$ cat config.mk
export PLATFORM = sky130hd
export DESIGN_NAME = lcq_top
export DESIGN_NICKNAME = d
export VERILOG_FILES = /design/src/include/lcq_pkg.sv /design/src/rtl/lcq_sync.sv /design/src/rtl/lcq_top.sv
export VERILOG_INCLUDE_DIRS = /design/src /design/src/include
export SDC_FILE = /design/constraint.sdc
export NUM_CORES = 1
export LEC_CHECK = 0
export BUFFER_PORTS_ARGS = -buffer_cell sky130_fd_sc_hd__buf_4
export CAP_MARGIN = 25
export CORE_UTILIZATION = 50
export DETAILED_ROUTE_END_ITERATION = 6
export PLACE_DENSITY = 0.74
export SLEW_MARGIN = 25
export SYNTH_ARGS = -nofsm -noshare
export SYNTH_HDL_FRONTEND = slang
export SYNTH_SLANG_ARGS = --single-unit
$ cat constraint.sdc
create_clock -name mclk -period 4.55 [get_ports mclk]
set_input_delay 1.365 -clock mclk [delete_from_list [all_inputs] [get_ports mclk]]
set_output_delay 1.365 -clock mclk [all_outputs]
set_load 0.005 [all_outputs]
$ cat src/include/lcq_regs.svh
`ifndef LCQ_REGS_SVH
`define LCQ_REGS_SVH

// ---------------------------------------------------------------------------
// register addresses
// ---------------------------------------------------------------------------
`define LCQ_ADDR_TX_LANE_CTL   16'ha011
`define LCQ_ADDR_RX_LANE_CTL   16'ha012
`define LCQ_ADDR_SQ_MODE       16'ha014
`define LCQ_ADDR_MON_SRC       16'ha015
`define LCQ_ADDR_MAN_SQ        16'ha040
`define LCQ_ADDR_COND_FIRST    16'ha440
`define LCQ_ADDR_COND_LAST     16'ha443

// ---------------------------------------------------------------------------
// field positions
// ---------------------------------------------------------------------------
`define LCQ_MON_RATE_HI        7
`define LCQ_MON_RATE_LO        5
`define LCQ_MON_SRC_HI         13
`define LCQ_MON_SRC_LO         12
`define LCQ_AUTO_SQ_BIT        9
`define LCQ_EQ_MODE_BIT        15
`define LCQ_EQ_GAIN_HI         12
`define LCQ_EQ_GAIN_LO         9
`define LCQ_EMPH_HI            3
`define LCQ_EMPH_LO            0

// ---------------------------------------------------------------------------
// reset values and codes
// ---------------------------------------------------------------------------
`define LCQ_MON_RATE_RST       3'h0
`define LCQ_MON_RATE_DIV8      3'h2
`define LCQ_MON_SRC_RST        2'h0
`define LCQ_MON_SRC_TX         2'h1
`define LCQ_AUTO_SQ_RST        1'h0
`define LCQ_MAN_SQ_RST         16'h0000
`define LCQ_EQ_MODE_RST        1'h0
`define LCQ_EQ_GAIN_RST        4'h0
`define LCQ_EMPH_RST           4'h0

// ---------------------------------------------------------------------------
// frame timing, in management clock bits
// ---------------------------------------------------------------------------
`define LCQ_PREAMBLE_BITS      6'h20
`define LCQ_BIT_HDR_LAST       6'h0d
`define LCQ_BIT_TURN           6'h0e
`define LCQ_BIT_FRAME_LAST     6'h1f

`endif

$ cat src/include/lcq_pkg.sv
package lcq_pkg;

   typedef enum logic [2:0]
   {
      lcq_st_pre  = 3'b001,
      lcq_st_hdr  = 3'b010,
      lcq_st_data = 3'b100
   } lcq_state_t;

   typedef enum logic [1:0]
   {
      lcq_op_addr  = 2'b00,
      lcq_op_write = 2'b01,
      lcq_op_rinc  = 2'b10,
      lcq_op_read  = 2'b11
   } lcq_op_t;

   typedef logic [3:0] lcq_nibble_t;

endpackage : lcq_pkg

$ cat src/rtl/lcq_sync.sv
`timescale 1ns/1ps

module lcq_sync
#(
   parameter int WIDTH = 1
)
(
   input  wire logic             mclk,
   input  wire logic             rst,
   input  wire logic [WIDTH-1:0] din,
   output logic      [WIDTH-1:0] dout
);

   logic [WIDTH-1:0] stage1;

   // the first stage feeds only the second one
   always_ff @(posedge mclk)
   begin
      if (rst)
      begin
         stage1 <= '0;
         dout   <= '0;
      end
      else
      begin
         stage1 <= din;
         dout   <= stage1;
      end
   end

endmodule : lcq_sync

$ cat src/rtl/lcq_top.sv
`timescale 1ns/1ps
`include "lcq_regs.svh"

// Overview of operation
// - tx and rx monitor-clock rate in bits 7:5; 000 off at reset, 010 is 1/8
// - monitor source: 00 off at reset, 01 routes tx monitor clock, 10/11 reserved
// - one conditioning register per host lane, bit 15: 0 automatic eq, 1 manual
// - eq gain bits 12:9 reset to zero; host writes 0 to 9 dB manually
// - bits 3:0 give rx emphasis of N half-decibels, zero at reset
// - squelch mode bit 9 set: each lane mutes while its signal loss is set
// - auto squelch off: manual register bit n mutes host lane n, zero at reset
module lcq_top
#(
   parameter logic [4:0] PORT_ADDR = 5'h00,
   parameter logic [4:0] DEV_ADDR  = 5'h01
)
(
   input  wire logic        mclk,
   input  wire logic        rst,
   input  wire logic        mdc,
   input  wire logic        mdio_in,
   output logic             mdio_out,
   output logic             mdio_oe,
   input  wire logic [15:0] receive_signal_loss,
   input  wire logic [15:0] auto_eq_gain,
   output logic      [2:0]  tx_monitor_rate,
   output logic      [2:0]  rx_monitor_rate,
   output logic             monitor_clock_tx_sel,
   output logic             monitor_clock_div8,
   output logic      [15:0] rx_output_squelch,
   output logic      [15:0] eq_gain,
   output logic      [15:0] rx_emphasis
);
   import lcq_pkg::*;

   // ------------------------------------------------------------------------
   // pin synchronisers
   // ------------------------------------------------------------------------
   logic        mdc_s;
   logic        mdio_s;
   logic [15:0] loss_s;
   logic        mdc_d;
   logic        mdc_rise;

   lcq_sync #(.WIDTH(18)) u_sync
   (
      .mclk                      (mclk),
      .rst                       (rst),
      .din                       ({mdc, mdio_in, receive_signal_loss}),
      .dout                      ({mdc_s, mdio_s, loss_s})
   );

   always_ff @(posedge mclk)
   begin
      if (rst)
         mdc_d <= 1'b0;
      else
         mdc_d <= mdc_s;
   end

   // both sides act on the rising edge; output changes well inside 300 ns
   assign mdc_rise = mdc_s & ~mdc_d;

   // ------------------------------------------------------------------------
   // register storage
   // ------------------------------------------------------------------------
   logic [2:0]       tx_rate,  next_tx_rate;
   logic [2:0]       rx_rate,  next_rx_rate;
   logic             auto_sq,  next_auto_sq;
   logic [1:0]       mon_src,  next_mon_src;
   logic [15:0]      man_sq,   next_man_sq;
   logic [3:0]       eq_man,   next_eq_man;
   lcq_nibble_t      gain_w  [4];
   lcq_nibble_t      next_gain_w [4];
   lcq_nibble_t      emph    [4];
   lcq_nibble_t      next_emph [4];
   logic [15:0]      next_squelch;
   logic [15:0]      next_eq_gain;
   logic [15:0]      next_emphasis;

   logic             wr_en;
   logic [15:0]      wr_addr;
   logic [15:0]      wr_data;

   function automatic logic is_cond(input logic [15:0] a);
      is_cond = (a >= `LCQ_ADDR_COND_FIRST) && (a <= `LCQ_ADDR_COND_LAST);
   endfunction : is_cond

   function automatic logic [1:0] cond_lane(input logic [15:0] a);
      cond_lane = a[1:0];
   endfunction : cond_lane

   function automatic logic [15:0] rd_mux(input logic [15:0] a);
      logic [15:0] d;
      d = 16'h0000;
      if (a == `LCQ_ADDR_TX_LANE_CTL)
         d[`LCQ_MON_RATE_HI:`LCQ_MON_RATE_LO] = tx_rate;
      else if (a == `LCQ_ADDR_RX_LANE_CTL)
         d[`LCQ_MON_RATE_HI:`LCQ_MON_RATE_LO] = rx_rate;
      else if (a == `LCQ_ADDR_SQ_MODE)
         d[`LCQ_AUTO_SQ_BIT] = auto_sq;
      else if (a == `LCQ_ADDR_MON_SRC)
         d[`LCQ_MON_SRC_HI:`LCQ_MON_SRC_LO] = mon_src;
      else if (a == `LCQ_ADDR_MAN_SQ)
         d = man_sq;
      else if (is_cond(a))
      begin
         d[`LCQ_EQ_MODE_BIT] = eq_man[cond_lane(a)];
         d[`LCQ_EQ_GAIN_HI:`LCQ_EQ_GAIN_LO] = gain_w[cond_lane(a)];
         d[`LCQ_EMPH_HI:`LCQ_EMPH_LO] = emph[cond_lane(a)];
      end
      rd_mux = d;
   endfunction : rd_mux

   always_comb
   begin
      next_tx_rate = tx_rate;
      next_rx_rate = rx_rate;
      next_auto_sq = auto_sq;
      next_mon_src = mon_src;
      next_man_sq  = man_sq;
      next_eq_man  = eq_man;
      next_gain_w  = gain_w;
      next_emph    = emph;
      if (wr_en)
      begin
         if (wr_addr == `LCQ_ADDR_TX_LANE_CTL)
            next_tx_rate = wr_data[`LCQ_MON_RATE_HI:`LCQ_MON_RATE_LO];
         if (wr_addr == `LCQ_ADDR_RX_LANE_CTL)
            next_rx_rate = wr_data[`LCQ_MON_RATE_HI:`LCQ_MON_RATE_LO];
         if (wr_addr == `LCQ_ADDR_SQ_MODE)
            next_auto_sq = wr_data[`LCQ_AUTO_SQ_BIT];
         if (wr_addr == `LCQ_ADDR_MON_SRC)
            next_mon_src = wr_data[`LCQ_MON_SRC_HI:`LCQ_MON_SRC_LO];
         if (wr_addr == `LCQ_ADDR_MAN_SQ)
            next_man_sq = wr_data;
         if (is_cond(wr_addr))
         begin
            next_eq_man[cond_lane(wr_addr)] = wr_data[`LCQ_EQ_MODE_BIT];
            next_gain_w[cond_lane(wr_addr)] =
               wr_data[`LCQ_EQ_GAIN_HI:`LCQ_EQ_GAIN_LO];
            next_emph[cond_lane(wr_addr)] =
               wr_data[`LCQ_EMPH_HI:`LCQ_EMPH_LO];
         end
      end
      // lane muting follows signal loss only while auto squelch is on
      next_squelch = auto_sq ? loss_s : man_sq;
      for (int i = 0; i < 4; i++)
      begin
         // manual value held back until the lane is switched to manual
         next_eq_gain[4*i +: 4] = eq_man[i] ? gain_w[i]
                                            : auto_eq_gain[4*i +: 4];
         next_emphasis[4*i +: 4] = emph[i];
      end
   end

   always_ff @(posedge mclk)
   begin
      if (rst)
      begin
         tx_rate           <= `LCQ_MON_RATE_RST;
         rx_rate           <= `LCQ_MON_RATE_RST;
         auto_sq           <= `LCQ_AUTO_SQ_RST;
         mon_src           <= `LCQ_MON_SRC_RST;
         man_sq            <= `LCQ_MAN_SQ_RST;
         eq_man            <= {4{`LCQ_EQ_MODE_RST}};
         gain_w            <= '{default: `LCQ_EQ_GAIN_RST};
         emph              <= '{default: `LCQ_EMPH_RST};
         rx_output_squelch <= 16'h0000;
         eq_gain           <= 16'h0000;
         rx_emphasis       <= 16'h0000;
      end
      else
      begin
         tx_rate           <= next_tx_rate;
         rx_rate           <= next_rx_rate;
         auto_sq           <= next_auto_sq;
         mon_src           <= next_mon_src;
         man_sq            <= next_man_sq;
         eq_man            <= next_eq_man;
         gain_w            <= next_gain_w;
         emph              <= next_emph;
         rx_output_squelch <= next_squelch;
         eq_gain           <= next_eq_gain;
         rx_emphasis       <= next_emphasis;
      end
   end

   assign tx_monitor_rate      = tx_rate;
   assign rx_monitor_rate      = rx_rate;
   // reserved source codes keep the monitor clock off
   assign monitor_clock_tx_sel = (mon_src == `LCQ_MON_SRC_TX);
   assign monitor_clock_div8   = monitor_clock_tx_sel &&
                                 (tx_rate == `LCQ_MON_RATE_DIV8);

   // ------------------------------------------------------------------------
   // management frame engine
   // ------------------------------------------------------------------------
   lcq_state_t  state,     next_state;
   logic [5:0]  bit_cnt,   next_bit_cnt;
   logic [5:0]  pre_cnt,   next_pre_cnt;
   logic [15:0] shift,     next_shift;
   logic [15:0] out_shift, next_out_shift;
   logic [15:0] addr,      next_addr;
   lcq_op_t     op,        next_op;
   logic        hit,       next_hit;
   logic        next_mdio_out;
   logic        next_mdio_oe;
   logic [15:0] in_word;

   assign in_word = {shift[14:0], mdio_s};

   always_comb
   begin
      next_state     = state;
      next_bit_cnt   = bit_cnt;
      next_pre_cnt   = pre_cnt;
      next_shift     = shift;
      next_out_shift = out_shift;
      next_addr      = addr;
      next_op        = op;
      next_hit       = hit;
      next_mdio_out  = mdio_out;
      next_mdio_oe   = mdio_oe;
      wr_en          = 1'b0;
      wr_addr        = addr;
      wr_data        = in_word;
      if (mdc_rise)
      begin
         unique case (state)
            lcq_st_pre:
            begin
               if (mdio_s)
               begin
                  if (pre_cnt != `LCQ_PREAMBLE_BITS)
                     next_pre_cnt = pre_cnt + 6'h01;
               end
               else
               begin
                  // a zero after a full preamble is the first start bit
                  if (pre_cnt == `LCQ_PREAMBLE_BITS)
                  begin
                     next_state   = lcq_st_hdr;
                     next_bit_cnt = 6'h01;
                  end
                  next_pre_cnt = 6'h00;
               end
            end
            lcq_st_hdr:
            begin
               next_shift   = in_word;
               next_bit_cnt = bit_cnt + 6'h01;
               // second start bit high is a short-form frame: not ours
               if (bit_cnt == 6'h01 && mdio_s)
                  next_state = lcq_st_pre;
               else if (bit_cnt == `LCQ_BIT_HDR_LAST)
               begin
                  next_op    = lcq_op_t'(in_word[11:10]);
                  next_hit   = (in_word[9:5] == PORT_ADDR) &&
                               (in_word[4:0] == DEV_ADDR);
                  next_state = lcq_st_data;
               end
            end
            lcq_st_data:
            begin
               next_shift   = in_word;
               next_bit_cnt = bit_cnt + 6'h01;
               if (op[1] && hit)
               begin
                  if (bit_cnt == `LCQ_BIT_TURN)
                  begin
                     next_mdio_oe   = 1'b1;
                     next_mdio_out  = 1'b0;
                     next_out_shift = rd_mux(addr);
                  end
                  else if (bit_cnt != `LCQ_BIT_FRAME_LAST)
                  begin
                     next_mdio_out  = out_shift[15];
                     next_out_shift = {out_shift[14:0], 1'b0};
                  end
               end
               if (bit_cnt == `LCQ_BIT_FRAME_LAST)
               begin
                  next_mdio_oe  = 1'b0;
                  next_mdio_out = 1'b0;
                  next_state    = lcq_st_pre;
                  next_pre_cnt  = 6'h00;
                  if (hit)
                  begin
                     if (op == lcq_op_addr)
                        next_addr = in_word;
                     else if (op == lcq_op_write)
                        wr_en = 1'b1;
                     else if (op == lcq_op_rinc)
                        next_addr = addr + 16'h0001;
                  end
               end
            end
         endcase
      end
   end

   always_ff @(posedge mclk)
   begin
      if (rst)
      begin
         state     <= lcq_st_pre;
         bit_cnt   <= 6'h00;
         pre_cnt   <= 6'h00;
         shift     <= 16'h0000;
         out_shift <= 16'h0000;
         addr      <= 16'h0000;
         op        <= lcq_op_addr;
         hit       <= 1'b0;
         mdio_out  <= 1'b0;
         mdio_oe   <= 1'b0;
      end
      else
      begin
         state     <= next_state;
         bit_cnt   <= next_bit_cnt;
         pre_cnt   <= next_pre_cnt;
         shift     <= next_shift;
         out_shift <= next_out_shift;
         addr      <= next_addr;
         op        <= next_op;
         hit       <= next_hit;
         mdio_out  <= next_mdio_out;
         mdio_oe   <= next_mdio_oe;
      end
   end

endmodule : lcq_top

Yosys cells after proc, flatten, opt, wreduce, memory -nomap -nowiden. Cells that the tools add are included.

$add $sub $neg: 3. Multipliers: 0. Divide/modulo/power cells: 0. Order comparisons: 6. Equality and inequality tests: 26. Shift-type cells: 0. Multiplexer cells: 71. Bitwise operators: 4. Reductions and logical operators: 31.

Operator list (number): $mux 16 (6); $eq 16x16->1 const B (5); $mux 4 (13); $mux 6 (6); $bwmux 16 (2); $pmux 6 s2 (2); $mux 3 (7); $reduce_and 4->1 (5); $mux 1 (18); $add 16x1->16 const B (1); $bmux 4 s2 (2); $ge 16x16->1 const B (1); $le 16x16->1 const B (1); $mux 8 (2); $mux 5 (3); $reduce_and 2->1 (7); $add 6x1->6 const B (2); $eq 6x4->1 const B (2); $mux 12 (1); $reduce_bool 2->1 (5); $mux 9 (1); $pmux 3 s3 (1); $demux 4 s2 (1); $ne 2x2->1 const B (4); 31 further kinds (43).

Bits in registers: 213. Latch bits: 0. Memory bits (writable): 0. Bits in read-only memories: 0. Output and inout bits: 58. Word-level logic and storage cells: 171. Memories: 0.

Longest topological paths before layout.
Depth in word-level cells: 11. Gate-level depth with buffers: 10.

Modules after synthesis. From an unflattened synthesis, not the netlist that was laid out.

Cell total of the unflattened synthesis: 922. Area, all modules: 8760.9 um^2.

By module, submodules not included: lcq_top (times used 1, cells an instance 847, area each 7766.2 um^2, seq. area each 3543.4 um^2); lcq_sync (times used 1, cells an instance 75, area each 994.7 um^2, seq. area each 720.7 um^2).

Worst setup path after synthesis. No wires, ideal clock.

Path kind: reg2reg. Start point: reg addr[0]. End point: reg out_shift[0]. Arrival: 2.565 ns. Required time: 4.481 ns. Path slack: 1.916 ns. Stages on the path, launching flop included: 9. Cell sequence: dfxtp_1 buf_1 inv_1 ha_1 or2_2 a211o_1 or4_1 buf_2 o21ai_1.

Word-level cells in the longest chain between the ends: 11. Elaborated cells on any way between the ends: 19. Those cells by class: order compare: 2; eq/ne: 5; mux: 10; bitwise: 1; reduce/logical: 1.

RTL lines: start, declared (RTL line lcq_top.sv:204) `logic [15:0] addr, next_addr;`; start signal, assigned (RTL line lcq_top.sv:325) `addr <= next_addr;`; branches (longest 9 deep; another with $ge 16x16->1); $mux 5 * (RTL line lcq_top.sv:96) `` if (a == `LCQ_ADDR_TX_LANE_CTL) ``; $mux 16 * (RTL line lcq_top.sv:270) `` if (bit_cnt == `LCQ_BIT_TURN) ``; end signal, assigned (RTL line lcq_top.sv:324) `out_shift <= next_out_shift;`; end, declared (RTL line lcq_top.sv:203) `logic [15:0] out_shift, next_out_shift;`.

Mark *: on every way between the ends. The select of a mux whose other input is x is not followed. A chain may end at the register's enable or synchronous reset.

Worst setup path after layout.
Start point: reg addr[5]. End point: reg gain_w[12] (netlist bit).

Word-level cells in the longest chain between the ends: 3. Elaborated cells on any way between the ends: 4. Those cells by class: order compare: 2; reduce/logical: 2.

RTL lines: $ge 16x16->1 (no line) / $le 16x16->1 (equally long branches); $logic_and 1x1->1 * (RTL line lcq_top.sv:86) `` is_cond = (a >= `LCQ_ADDR_COND_FIRST) && (a <= `LCQ_ADDR_COND_LAST); ``; $reduce_and 2->1 (no line) *; end signal, assigned (RTL line lcq_top.sv:181) `gain_w <= next_gain_w;`; end, declared (RTL line lcq_top.sv:73) `lcq_nibble_t gain_w [4];`.

Mark *: on every way between the ends. The rest lies on a longest branch, timed or not.

==> run_results.csv <==
group,metric,value,unit
outcome,status,"completed",
clock_network,holdBufCountCts,0,
drt,drt_wl_total,21420,µm
die,die_h,135.0,µm
sta,finalClockSkew,0.01883,ns
worst_setup_path,cp_cell_sequence,"or4b_1 > nor4_4 > nand4_1 > nand3b_1 > o21ai_0",
synth,syn_inst,957,
placed_design,post-place-ws,1.376,ns
drt,wire_per_inst,17.04,µm
die,die_area,0.01824,mm²
sta,tightest_slew,0.8542,ns
synth,seq_area_frac_synth,48.18,%
flow_run,max_cap_violations,0,
sta,finalSetupViolations,0,
clock_network,numCtsBuffers,22,
worst_setup_path,path_max_fanout,18,
final_layout,syn_to_final_growth,17.32,%
final_layout,instances_no_fill,1257,
sta,layout_min_cycle_time,3.235,ns
sta,timing.fmax,0.3092,GHz
worst_setup_path,cp.required,4.91,ns
clock_network,post_cts_buffers,0,
placed_design,gp_congestion,0.8445,
worst_setup_path,endpoint_kind,"register",
die,io-pin-count,94,
die,initial_core_util,51.16,%
drt,drt_pre_antenna_iters,5,
power_and_ir_drop,power_leakage,3.823,nW
placed_design,io_buffers,93,
global_route,grt_pass1_wl,34220,µm
sta,slew_violations,0,
drt,drc,0,
clock_network,clockBufferDepth,3,
global_route,grt_pass1_vias,6486,
synth,synth-edff-count,0,
worst_setup_path,cp_top_family,"simple AND/OR/NAND/NOR gates",
global_route,antenna_found_initial,0,
die,coreArea,0.01730,mm²
synth,ys.flop_type,"dfxtp_1",
clock_network,cts_tree,"yes",
worst_setup_path,critPathSlowestCell,"nor4_4",
drt,via_per_inst,5.642,
synth,synth_nets,1002,
final_layout,final_core_util,60.03,%
worst_setup_path,crit_path_max_incr_delay,0.84,ns
global_route,grt_usage,23.54,%
global_route,overflow,0,
drt,drt_iter0_drc,572,
die,die_w,135.0,µm
clock_network,cts_sinks,213,
power_and_ir_drop,powerDensity,372.4,mW/mm²
drt,antenna_left,0,
sta,slew_headroom,42.62,%
worst_setup_path,crit_arrival,3.59,ns
placed_design,dp_cells,1217,
worst_setup_path,cp_num_buf_inv,0,
worst_setup_path,start_kind,"register",
clock_network,path_clk_slew,0.06,ns
placed_design,hpwl,14170,µm
synth,synth_warnings,0,
synth,ys_types,69,
clock_network,h-tree-depth,1,
drt,vias,7092,
synth,avgSynthCellArea,9.247,µm²
die,num_rows,48,
clock_network,cts-root-buf,"clkbuf_16",
global_route,grt_max_degree,84,
synth,synthesis.area,0.008850,mm²
worst_setup_path,worst-setup-path-type,"reg2reg",
synth,ys_async_sr_fraction,0,%
final_layout,nets,1061,
sta,rsz0062_at_grt,"false",
clock_network,insertion_delay,0.51,ns
power_and_ir_drop,ir_worst_vdd,0.0002901,V
worst_hold_path,min_path_type,"reg2reg",
synth,synth_seq_cells,213,
clock_network,cts_resized,0,
final_layout,antennaDiodeCount,0,
final_layout,nFillCells,1488,
sta,finalHoldViolations,0,
sta,finalCritPeriodShare,71.09,%
sta,fin_tns_setup,0,ns
final_layout,drive_above_1_share,18.51,%
sta,setup_ws,1.315,ns
-- synthesized netlist by cell type (10+ instances only) --
library cell / n / area [µm²]
clkbuf_1: 49 / 183.9
and3_1: 15 / 93.84
buf_2: 10 / 50.05
nand3b_1: 24 / 180.2
a21oi_2: 10 / 87.58
nor2b_1: 61 / 381.6
a21oi_1: 66 / 330.3
nand2b_1: 16 / 100.1
nand2_2: 10 / 62.56
inv_1: 14 / 52.55
o22ai_1: 11 / 68.82
nand2_1: 90 / 337.8
o21ai_0: 53 / 265.3
mux2i_1: 44 / 440.4
nor2_1: 72 / 270.3
nand3_1: 30 / 150.1
a211oi_1: 11 / 82.58
dfxtp_1: 213 / 4264
-- layout by cell type, fill, tap and decap left out, drive strengths merged, types with 3 or more instances in the layout --
cell type | netlist | routed
a211oi | 11 | 11
a21oi | 76 | 76
a221o | 3 | 3
a22oi | 8 | 8
a31oi | 9 | 9
and2 | 4 | 4
and3 | 15 | 15
and4 | 4 | 4
and4b | 3 | 3
buf | 20 | 104
bufinv | 0 | 3
clkbuf | 49 | 28
clkinv | 1 | 4
clkinvlp | 0 | 4
dfxtp | 213 | 213
ha | 9 | 9
inv | 14 | 16
mux2i | 44 | 44
mux4 | 9 | 9
nand2 | 100 | 100
nand2b | 16 | 16
nand3 | 30 | 30
nand3b | 25 | 25
nand4 | 8 | 8
nor2 | 72 | 72
nor2b | 61 | 61
nor3 | 7 | 7
nor3b | 3 | 3
nor4 | 12 | 12
o21ai | 58 | 58
o22ai | 12 | 12
o2bb2ai | 3 | 3
o31ai | 4 | 4
or2 | 4 | 4
or3b | 7 | 7
or4 | 9 | 9
or4bb | 3 | 3
xnor2 | 3 | 3
-- metrics by stage --
| step | power (mW) | area [µm²] | hold WS (ns) |
|---|---|---|---|
| after detailed placement | 2.032 | 9624 | 0.4220 |
| final | 3.867 | 10380 | 0.4314 |
| after CTS | 3.892 | 10380 | 0.4343 |
| after floorplan | 1.985 | 8850 | 0.4138 |
| after global routing | 3.984 | 10380 | 0.4419 |
| after global placement | 2.031 | 9624 | 0.4164 |
-- cell type report --
type / instances / area [µm²] / area share [%]
clock inverters: 12 / 152.6 / 1.470
clock buffers: 28 / 604.3 / 5.821
well taps: 225 / 281.5 / 2.711
flip-flops and latches: 213 / 4265 / 41.08
repair buffers: 104 / 784.5 / 7.556
multi-input cells: 660 / 4238 / 40.82
inverters: 15 / 56.30 / 0.5423
-- cells by family (layout without fill, tap and decap cells) --
family	count (synthesis)	after routing	synth area share, %
adder cells (fa/ha/maj)	9	9	1.272
buffers and inverters	84	159	4.058
AO/OA/AOI/OAI	203	203	13.97
flip-flops	213	213	48.18
AND/OR/NAND/NOR	391	391	24.85
XOR/XNOR	4	4	0.3959
multiplexers	53	53	7.267
-- per-layer routing --
metal | wire length, µm | up-vias | global-route usage [%] | share of wire (%)
li1 | - | 3493 | - | -
met1 | 9536 | 3326 | 31.83 | 45
met2 | 9839 | 223 | 37.94 | 46
met3 | 1399 | 50 | 3.341 | 6.5
met4 | 644 | 0 | 9.238 | 3.0
met5 | 0 | - | 0 | 0
-- where the power goes --
group | switching, mW | internal, mW
registers | 0.00718 | 1.89
clock network | 0.756 | 1.12
logic | 0.0477 | 0.0491
total | 0.811 | 3.06
-- registers in the layout (all words and copies together), names as in the netlist, 2 cells and up --
name / cells
addr: 16
bit_cnt: 6
emph: 16
eq_gain: 16
eq_man: 4
gain_w: 16
man_sq: 16
mon_src: 2
op: 2
out_shift: 16
pre_cnt: 6
rx_emphasis: 16
rx_monitor_rate: 3
rx_output_squelch: 16
shift: 15
state: 3
tx_monitor_rate: 3
u_sync.dout: 18
u_sync.stage1: 18
-- final timing paths --
check               startpoint              end  slack (ns)  cells past startpoint
max reg2reg            addr[5]       gain_w[12]        1.32                      5
min reg2reg  u_sync.stage1[11]  u_sync.dout[11]        0.43                      1
min          u_sync.stage1[11]  u_sync.dout[11]        0.43                      1
max                    addr[5]       gain_w[12]        1.32                      5
Power figures use the tool's default switching activity.
